$ cat src/rtl/iopll_cfg.svh
`ifndef IOPLL_CFG_SVH
`define IOPLL_CFG_SVH

// register offsets on the plain register port
`define IOPLL_ADDR_TUNE 4'h0
`define IOPLL_ADDR_OSCCTL 4'h1
`define IOPLL_ADDR_PINCTL 4'h2
`define IOPLL_ADDR_STATUS 4'h3

// tuning register fields
`define IOPLL_TUNE_PLL_EN_BIT 6
`define IOPLL_TUNE_MSB 5
`define IOPLL_TUNE_LSB 0

// oscillator control fields
`define IOPLL_FSEL_MSB 6
`define IOPLL_FSEL_LSB 4

// pin control fields
`define IOPLL_PIN_LAT6_BIT 0
`define IOPLL_PIN_LAT7_BIT 1
`define IOPLL_PIN_OE6_BIT 2
`define IOPLL_PIN_OE7_BIT 3
`define IOPLL_PIN_MODE_BIT 4

// status fields
`define IOPLL_STAT_PLL_BIT 0
`define IOPLL_STAT_IN6_BIT 1
`define IOPLL_STAT_IN7_BIT 2

// reset values
`define IOPLL_TUNE_RST 8'h00
`define IOPLL_FSEL_RST 3'h6
`define IOPLL_PINCTL_RST 5'h00

// frequency select codes that allow the multiplier
`define IOPLL_FSEL_16M 3'h7
`define IOPLL_FSEL_8M 3'h6

// multiplier factor
`define IOPLL_PLL_MULT 4

// internal source frequencies in kHz
`define IOPLL_KHZ_16M 16'h3E80
`define IOPLL_KHZ_8M 16'h1F40
`define IOPLL_KHZ_4M 16'h0FA0
`define IOPLL_KHZ_2M 16'h07D0
`define IOPLL_KHZ_1M 16'h03E8
`define IOPLL_KHZ_500K 16'h01F4
`define IOPLL_KHZ_250K 16'h00FA
`define IOPLL_KHZ_31K 16'h001F

// timing: clock period and the trim slew step time, in ns
`define IOPLL_CLK_NS 40
`define IOPLL_STEP_NS 1000
`define IOPLL_STEP_CYC ((`IOPLL_STEP_NS + `IOPLL_CLK_NS - 1) / `IOPLL_CLK_NS)

// clock output divide ratio (device clock over four)
`define IOPLL_CLKOUT_DIV 4

`endif

$ cat src/rtl/iopll_pkg.sv
package iopll_pkg;

  // pin mode of the two oscillator pins
  typedef enum logic {
    IOPLL_CLKOUT_MODE,
    IOPLL_IO_MODE
  } iopll_pin_mode_t;

  // trim slewer states
  typedef enum logic [1:0] {
    IOPLL_SLEW_IDLE,
    IOPLL_SLEW_MOVE
  } iopll_slew_state_t;

  // internal frequency select code
  typedef logic [2:0] iopll_fsel_t;

  // tune field value
  typedef logic [5:0] iopll_tune_t;

endpackage

$ cat src/rtl/iopll_trim_if.sv
interface iopll_trim_if;
  // trim value last written by software
  iopll_pkg::iopll_tune_t target;
  // trim value the oscillators currently run at
  iopll_pkg::iopll_tune_t current;
  // high in the move state, entered one cycle after current and target differ and left one cycle after they match
  logic moving;

  modport ctl (output target, input current, input moving);
  modport slew (input target, output current, output moving);
endinterface

$ cat src/rtl/iopll_clkdiv.sv
`include "iopll_cfg.svh"

module iopll_clkdiv (
  input wire logic i_mclk,
  input wire logic i_rst_b,
  output logic o_clk_div
);

  // half-period counter; divide ratio is even
  localparam int HALF = `IOPLL_CLKOUT_DIV / 2;
  localparam logic [3:0] HALF_LAST = 4'(HALF - 1);

  logic [3:0] cnt_q;
  logic clk_q;

  // square wave, one full period every four device clocks
  always_ff @(posedge i_mclk or negedge i_rst_b) begin
    if (!i_rst_b) begin
      cnt_q <= 4'h0;
      clk_q <= 1'b0;
    end else if (cnt_q == HALF_LAST) begin
      cnt_q <= 4'h0;
      clk_q <= ~clk_q;
    end else begin
      cnt_q <= cnt_q + 4'h1;
    end
  end

  assign o_clk_div = clk_q;

endmodule

$ cat src/rtl/iopll_top.sv
// Operation
// - four-times multiplier on the high-frequency oscillator
// - multiplied system clock is 32 or 64 MHz
// - pll_enable_bit at bit 6 gates multiplier
// - multiplier only with frequency select 111/110
// - clkout mode: osc_out drives clock/4, osc_in I/O
// - io mode: both oscillator pins are port I/O
// - reset trim gives nominal 16 MHz output
// - tune_field bits 5:0 adjust the oscillator
// - trim slews silently while execution continues
// - low-frequency oscillator ignores tune_field
`include "iopll_cfg.svh"

module iopll_top (
  input wire logic i_mclk,
  input wire logic i_rst_b,
  // register port
  input wire logic [3:0] i_addr,
  input wire logic [7:0] i_wdata,
  input wire logic i_wr,
  input wire logic i_rd,
  output logic [7:0] o_rdata,
  // osc_in_pin, always port_a_bit7_pin
  input wire logic i_osc_in,
  output logic o_osc_in,
  output logic o_osc_in_oe,
  // osc_out_pin, clock out or port_a_bit6_pin
  input wire logic i_osc_out,
  output logic o_osc_out,
  output logic o_osc_out_oe,
  // clock source state
  output logic o_pll_active,
  output logic [15:0] o_sys_khz,
  output logic [5:0] o_hf_trim,
  output logic [5:0] o_mf_trim,
  output logic [5:0] o_lf_trim
);

  // register storage

  // pll_enable_bit
  logic pll_en_q;
  // tune_field as written
  iopll_pkg::iopll_tune_t tune_q;
  // internal frequency select
  iopll_pkg::iopll_fsel_t fsel_q;
  // port latches and drive enables
  logic lat6_q;
  logic lat7_q;
  logic oe6_q;
  logic oe7_q;
  // oscillator pin mode
  iopll_pkg::iopll_pin_mode_t mode_q;
  // read data register
  logic [7:0] rdata_q;

  // derived state
  logic pll_ok;
  logic [15:0] base_khz;
  logic [15:0] sys_khz_d;
  logic [15:0] sys_khz_q;
  logic pll_active_q;

  // pin output registers
  logic osc_out_q;
  logic osc_out_oe_q;
  logic osc_in_q;
  logic osc_in_oe_q;

  // divided clock from the divider
  logic clk_div;

  // trim path to the slewer
  iopll_trim_if trim ();

  // register writes

  // tuning register: enable bit and trim field
  always_ff @(posedge i_mclk or negedge i_rst_b) begin
    if (!i_rst_b) begin
      pll_en_q <= 1'(`IOPLL_TUNE_RST >> `IOPLL_TUNE_PLL_EN_BIT);
      tune_q <= 6'(`IOPLL_TUNE_RST);
    end else if (i_wr && (i_addr == `IOPLL_ADDR_TUNE)) begin
      // software switches the multiplier on or off
      pll_en_q <= i_wdata[`IOPLL_TUNE_PLL_EN_BIT];
      tune_q <= i_wdata[`IOPLL_TUNE_MSB:`IOPLL_TUNE_LSB];
    end
  end

  // oscillator control: frequency select only
  always_ff @(posedge i_mclk or negedge i_rst_b) begin
    if (!i_rst_b) begin
      fsel_q <= `IOPLL_FSEL_RST;
    end else if (i_wr && (i_addr == `IOPLL_ADDR_OSCCTL)) begin
      fsel_q <= i_wdata[`IOPLL_FSEL_MSB:`IOPLL_FSEL_LSB];
    end
  end

  // pin control register
  always_ff @(posedge i_mclk or negedge i_rst_b) begin
    if (!i_rst_b) begin
      lat6_q <= 1'b0;
      lat7_q <= 1'b0;
      oe6_q <= 1'b0;
      oe7_q <= 1'b0;
      mode_q <= iopll_pkg::IOPLL_CLKOUT_MODE;
    end else if (i_wr && (i_addr == `IOPLL_ADDR_PINCTL)) begin
      lat6_q <= i_wdata[`IOPLL_PIN_LAT6_BIT];
      lat7_q <= i_wdata[`IOPLL_PIN_LAT7_BIT];
      oe6_q <= i_wdata[`IOPLL_PIN_OE6_BIT];
      oe7_q <= i_wdata[`IOPLL_PIN_OE7_BIT];
      // bit set selects io mode, clear selects clkout mode
      if (i_wdata[`IOPLL_PIN_MODE_BIT]) begin
        mode_q <= iopll_pkg::IOPLL_IO_MODE;
      end else begin
        mode_q <= iopll_pkg::IOPLL_CLKOUT_MODE;
      end
    end
  end

  // register reads, data valid the cycle after the strobe

  // unmapped addresses and reserved bits read zero
  always_ff @(posedge i_mclk or negedge i_rst_b) begin
    if (!i_rst_b) begin
      rdata_q <= 8'h00;
    end else if (i_rd) begin
      if (i_addr == `IOPLL_ADDR_TUNE) begin
        rdata_q <= {1'b0, pll_en_q, tune_q};
      end else if (i_addr == `IOPLL_ADDR_OSCCTL) begin
        rdata_q <= {1'b0, fsel_q, 4'h0};
      end else if (i_addr == `IOPLL_ADDR_PINCTL) begin
        rdata_q <= {3'h0, (mode_q == iopll_pkg::IOPLL_IO_MODE), oe7_q, oe6_q, lat7_q, lat6_q};
      end else if (i_addr == `IOPLL_ADDR_STATUS) begin
        // deliberately no bit for trim movement
        rdata_q <= {5'h00, i_osc_in, i_osc_out, pll_active_q};
      end else begin
        rdata_q <= 8'h00;
      end
    end else begin
      // hold read data for exactly one cycle
      rdata_q <= 8'h00;
    end
  end

  assign o_rdata = rdata_q;

  // clock source selection

  // multiplier allowed only at 16 or 8 MHz selections
  assign pll_ok = pll_en_q && ((fsel_q == `IOPLL_FSEL_16M) || (fsel_q == `IOPLL_FSEL_8M));

  // base frequency of the selected internal source
  always_comb begin
    case (fsel_q)
      3'h7: base_khz = `IOPLL_KHZ_16M;
      3'h6: base_khz = `IOPLL_KHZ_8M;
      3'h5: base_khz = `IOPLL_KHZ_4M;
      3'h4: base_khz = `IOPLL_KHZ_2M;
      3'h3: base_khz = `IOPLL_KHZ_1M;
      3'h2: base_khz = `IOPLL_KHZ_500K;
      3'h1: base_khz = `IOPLL_KHZ_250K;
      default: base_khz = `IOPLL_KHZ_31K;
    endcase
  end

  // multiplied or direct system clock rate
  always_comb begin
    if (pll_ok) begin
      // 8 MHz gives 32 MHz, 16 MHz gives 64 MHz
      sys_khz_d = 16'(base_khz * `IOPLL_PLL_MULT);
    end else begin
      // unmultiplied selected source
      sys_khz_d = base_khz;
    end
  end

  // registered clock state outputs
  always_ff @(posedge i_mclk or negedge i_rst_b) begin
    if (!i_rst_b) begin
      sys_khz_q <= `IOPLL_KHZ_8M;
      pll_active_q <= 1'b0;
    end else begin
      sys_khz_q <= sys_khz_d;
      pll_active_q <= pll_ok;
    end
  end

  assign o_sys_khz = sys_khz_q;
  assign o_pll_active = pll_active_q;

  // trimming

  // software value is the target, the slewer walks toward it
  assign trim.target = tune_q;

  iopll_trim_slew u_slew (
    .i_mclk(i_mclk),
    .i_rst_b(i_rst_b),
    .trim(trim.slew)
  );

  // high and mid oscillators share the slewing trim
  assign o_hf_trim = trim.current;
  assign o_mf_trim = trim.current;
  // low oscillator runs on its own, trim fixed at centre
  assign o_lf_trim = 6'h00;

  // oscillator pins

  // device clock over four for the clock output
  iopll_clkdiv u_div (
    .i_mclk(i_mclk),
    .i_rst_b(i_rst_b),
    .o_clk_div(clk_div)
  );

  // pin drivers registered to keep outputs glitch free
  always_ff @(posedge i_mclk or negedge i_rst_b) begin
    if (!i_rst_b) begin
      osc_out_q <= 1'b0;
      osc_out_oe_q <= 1'b0;
      osc_in_q <= 1'b0;
      osc_in_oe_q <= 1'b0;
    end else begin
      // osc_in_pin is port_a_bit7_pin in both modes
      osc_in_q <= lat7_q;
      osc_in_oe_q <= oe7_q;
      if (mode_q == iopll_pkg::IOPLL_CLKOUT_MODE) begin
        // clock out overrides the port latch
        osc_out_q <= clk_div;
        osc_out_oe_q <= 1'b1;
      end else begin
        // port_a_bit6_pin, no clock output
        osc_out_q <= lat6_q;
        osc_out_oe_q <= oe6_q;
      end
    end
  end

  assign o_osc_out = osc_out_q;
  assign o_osc_out_oe = osc_out_oe_q;
  assign o_osc_in = osc_in_q;
  assign o_osc_in_oe = osc_in_oe_q;

endmodule

$ cat src/rtl/iopll_trim_slew.sv
`include "iopll_cfg.svh"

module iopll_trim_slew (
  input wire logic i_mclk,
  input wire logic i_rst_b,
  iopll_trim_if.slew trim
);

  // step pacing counter
  logic [7:0] step_cnt_q;
  // one-cycle pulse at each step time
  logic step_en;
  // slewer state
  iopll_pkg::iopll_slew_state_t state_q;
  // current trim
  iopll_pkg::iopll_tune_t cur_q;

  localparam logic [7:0] STEP_LAST = 8'(`IOPLL_STEP_CYC - 1);

  assign step_en = (step_cnt_q == STEP_LAST);

  // free-running step divider
  always_ff @(posedge i_mclk or negedge i_rst_b) begin
    if (!i_rst_b) begin
      step_cnt_q <= 8'h00;
    end else if (step_en) begin
      step_cnt_q <= 8'h00;
    end else begin
      step_cnt_q <= step_cnt_q + 8'h01;
    end
  end

  // move one code per step toward target, no flag to software
  always_ff @(posedge i_mclk or negedge i_rst_b) begin
    if (!i_rst_b) begin
      state_q <= iopll_pkg::IOPLL_SLEW_IDLE;
      cur_q <= 6'h00;
    end else begin
      case (state_q)
        iopll_pkg::IOPLL_SLEW_IDLE: begin
          if (cur_q != trim.target) begin
            state_q <= iopll_pkg::IOPLL_SLEW_MOVE;
          end
        end
        iopll_pkg::IOPLL_SLEW_MOVE: begin
          if (cur_q == trim.target) begin
            state_q <= iopll_pkg::IOPLL_SLEW_IDLE;
          end else if (step_en) begin
            // unsigned codes: step by one toward target
            if (cur_q < trim.target) begin
              cur_q <= cur_q + 6'h01;
            end else begin
              cur_q <= cur_q - 6'h01;
            end
          end
        end
        default: begin
          state_q <= iopll_pkg::IOPLL_SLEW_IDLE;
        end
      endcase
    end
  end

  assign trim.current = cur_q;
  assign trim.moving = (state_q == iopll_pkg::IOPLL_SLEW_MOVE);

endmodule
$ cat config.mk
export PLATFORM = sky130hd
export DESIGN_NAME = iopll_top
export DESIGN_NICKNAME = d
export VERILOG_FILES = /design/src/rtl/iopll_pkg.sv /design/src/rtl/iopll_trim_if.sv /design/src/rtl/iopll_clkdiv.sv /design/src/rtl/iopll_top.sv /design/src/rtl/iopll_trim_slew.sv
export VERILOG_INCLUDE_DIRS = /design/src /design/src/rtl
export SDC_FILE = /design/constraint.sdc
export NUM_CORES = 1
export LEC_CHECK = 0
export BUFFER_PORTS_ARGS = -buffer_cell sky130_fd_sc_hd__buf_2
export CAP_MARGIN = 20
export CORE_UTILIZATION = 57
export DETAILED_ROUTE_END_ITERATION = 10
export PLACE_DENSITY_LB_ADDON = 0.08
export SETUP_SLACK_MARGIN = 0.05
export SLEW_MARGIN = 20
export SYNTH_ARGS = -nofsm -noshare
export SYNTH_HDL_FRONTEND = slang
export SYNTH_SLANG_ARGS = --single-unit
export TNS_END_PERCENT = 50
$ cat constraint.sdc
create_clock -name i_mclk -period 5 [get_ports i_mclk]
set_clock_uncertainty 0.1 [all_clocks]
set_input_delay 0.25 -clock i_mclk [delete_from_list [all_inputs] [get_ports i_mclk]]
set_output_delay 0.25 -clock i_mclk [all_outputs]
set_load 0.005 [all_outputs]
==> results.toml <==
[setup_path]
crit_family = "compound AO/OA/AOI/OAI gates"
cpMostUsedCell = "ha_1"
worst-setup-path-type = "reg -> reg"
crit_path_max_incr_delay_ns = 0.50
start_kind = "flip-flop"
cp.buffers_inverters = 0
crit_path_end_kind = "flip-flop"
arrival_ns = 3.36
required_ns = 5.15
crit_chain = "ha_1 -> nor2b_1 -> o21a_1 -> or3_2 -> ha_1 -> and3_1 -> a2111oi_2 -> o31ai_1 -> a21oi_2 -> xor2_1"
critPathSlowestCell = "or3_2"
cp_max_fo = 6

[sta]
maxSlewHeadroom_pct = 49.5
finalMaxSlewViolations = 0
fin_crit_sh_pct = 64.1
final.min_clock_period_ns = 3.21
clock.fmax_mhz = 312
hold_ws_ns = 0.0533
rsz0062_at_grt = "no"
setup_viol = 0
hold_viol = 0
worstMarginPinSlew_ns = 0.757
setup_tns_ns = 0

[routing]
drc = 0
via_per_inst = 5.00
wl_met1_um = 2210
route.vias.total = 1840
routed_wl_um = 4760
ant_nets = 0
initialDrtViolationCount = 107
first_pass_iters = 5
wl_met2_um = 2220
wl_met3_um = 278
wire_per_inst_um = 12.9
highest_layer = "met4"

[logic_synthesis]
yosys_warnings = 0
ys_seq_elements = 63
synth_cell_types = 42
synth_most_common_cell = "dfrtp_1"
netlist_top_cells_count = "dfrtp_1 (55), nor2_1 (19), mux2_2 (14), buf_4 (13), ha_1 (13)"
synth_area_leaders = "dfrtp_1 (48%), dfstp_2 (7.4%), ha_1 (5.7%)"
synth_enable_flop_cells = 0
synth_top_area_cell = "dfrtp_1"
synth_ff_type = "dfrtp_1"
yosysSeqAreaShare_pct = 55.6
syn-cell-area_um2 = 2850
syn_area_per_cell_um2 = 11.9
synth_top_area_share_pct = 48.2
syn_inst = 240
synthArstFlopShare_pct = 100

[clock_network]
clock_latency_ns = 0.33
root_buffer = "clkbuf_8"
clkSlewWorstSetupHoldPaths_ns = 0.07
numClockSinks = 63
htreeDepth = 3
cts_tree = "done"
post_cts_resized = 0
clockBufferDepth = 2
numCtsBuffers = 9

[run_status]
status = "completed"

[flow_run]
cap_violations = 0

[cells_and_area]
antenna_cells = 0
fillerInstances = 370
nets = 328
fin_util_pct = 69.6
synthToLayoutAreaGrowth_pct = 16.1
drive_gt1_share_pct = 33.9

[pwr]
p_comb_share_pct = 26.9
p_clk_share_pct = 26.4
sw_frac_of_total_pct = 30.5
power.density_nw_per_um2 = 441
seq_power_share_pct = 46.6
p_switching_uw = 445
p_leak_nw = 1.72
p_int_mw = 1.01
peakVddDrop_mv = 0.257

[place]
hpwl_um = 3240
gp_routability_congestion = 0.797
portBuffers = 56

[floorplanning]
initial_core_util_pct = 60.0
io_pins = 65
die-height_um = 72.7
die_x_um = 72.7
design.core.area_um2 = 4750
rows = 25
die-area_um2 = 5290

[grt]
grt_usage_pct = 20.0
overflow = 0
grt_pass1_vias = 1647
grt_pass1_wl_um = 7790
antenna_found_initial = 0
grt_max_degree = 64

[min_path]
hp-class = "in -> reg"
## sequential cells by signal, indices dropped and copies added, names as in the netlist, 3 cells and up
register and count:
trim.target 6, u_slew.trim.current 6, o_sys_khz 16, u_div.cnt_q 4, u_slew.step_cnt_q 8, fsel_q 3
o_rdata 7
## final timing paths
kind,start,end,slack [ns],depth (start not counted)
setup / recovery,u_slew.trim.current[1]$_DFFE_PN0P_,u_slew.trim.current[5]$_DFFE_PN0P_,1.79,10
hold / removal,i_wdata[6],fsel_q[2]$_DFFE_PN1P_,0.05,3
setup reg to reg,u_slew.trim.current[1]$_DFFE_PN0P_,u_slew.trim.current[5]$_DFFE_PN0P_,1.79,10
hold reg to reg,oe7_q$_DFFE_PN0P_,o_osc_in_oe$_DFF_PN0_,0.31,0
max in group asynchronous,i_rst_b,u_slew.trim.current[2]$_DFFE_PN0P_,3.77,3
min in group asynchronous,i_rst_b,u_slew.step_cnt_q[6]$_DFF_PN0_,0.51,3
## through the flow
stage | worst slack, ns | area (um2) | cells | total power, mW
5_1_grt | 1.63 | 3310 | 368 | 1.56
2_1_floorplan | 1.99 | 2880 | 246 | 0.964
6_report | 1.79 | 3310 | 368 | 1.46
4_1_cts | 1.79 | 3310 | 368 | 1.47
3_3_place_gp | 1.84 | 3130 | 351 | 1.07
3_5_place_dp | 1.80 | 3130 | 351 | 1.08
## timing repair
| action | in CTS | in global routing |
|---|---|---|
| hold buffers | 1 | 0 |
| hold endpoints to repair | 10 | 0 |
| setup buffers | 0 | 0 |
## placed cells by master (no fill, tap or decap), types with 9 or more instances in the layout
master     n
nand3_1   10
buf_2     56
a21oi_1    9
ha_1      13
inv_1     11
nor2_1    19
nand2_1    9
dfrtp_1   55
mux2_2    14
clkbuf_8  11
## kinds of logic after synthesis
family | count (synthesis) | synth area share [%]
compound gates | 28 | 6.23
xor+xnor | 15 | 4.61
fa+ha+maj | 14 | 6.40
buf+inv | 30 | 5.70
flops | 63 | 55.6
mux | 22 | 8.51
other cells | 1 | 0.131
simple gates | 67 | 12.8
## per-layer routing
metal	GRT usage (%)	vias to the layer above
li1	-	910
met1	27.0	872
met2	29.6	52
met3	7.32	6
met4	7.84	0
met5	0	-
## cell type report
| class | instances | area, um2 | area share (%) |
|---|---|---|---|
| timing repair buffer | 58 | 298 | 8.99 |
| inverter | 11 | 41.3 | 1.25 |
| sequential | 63 | 1590 | 47.9 |
| multi-input combinational | 153 | 1130 | 34.0 |
| tap | 67 | 83.8 | 2.53 |
| clock inverter | 4 | 20.0 | 0.605 |
| clock buffer | 12 | 155 | 4.69 |
## tightest hold or removal path: stages
cell     delay, ns
buf_2         0.11
nand2_1       0.05
o21ai_0       0.07
## power by group through the flow
| stage | Combinational (mW) | Clock, mW | Sequential, mW |
|---|---|---|---|
| finish | 0.393 | 0.386 | 0.681 |
| global route | 0.446 | 0.422 | 0.694 |
| CTS | 0.397 | 0.396 | 0.681 |
| detailed placement | 0.392 | 0 | 0.690 |
| global placement | 0.377 | 0 | 0.689 |
| floorplan | 0.289 | 0 | 0.675 |
No activity file was read; power rests on OpenSTA's default activity.
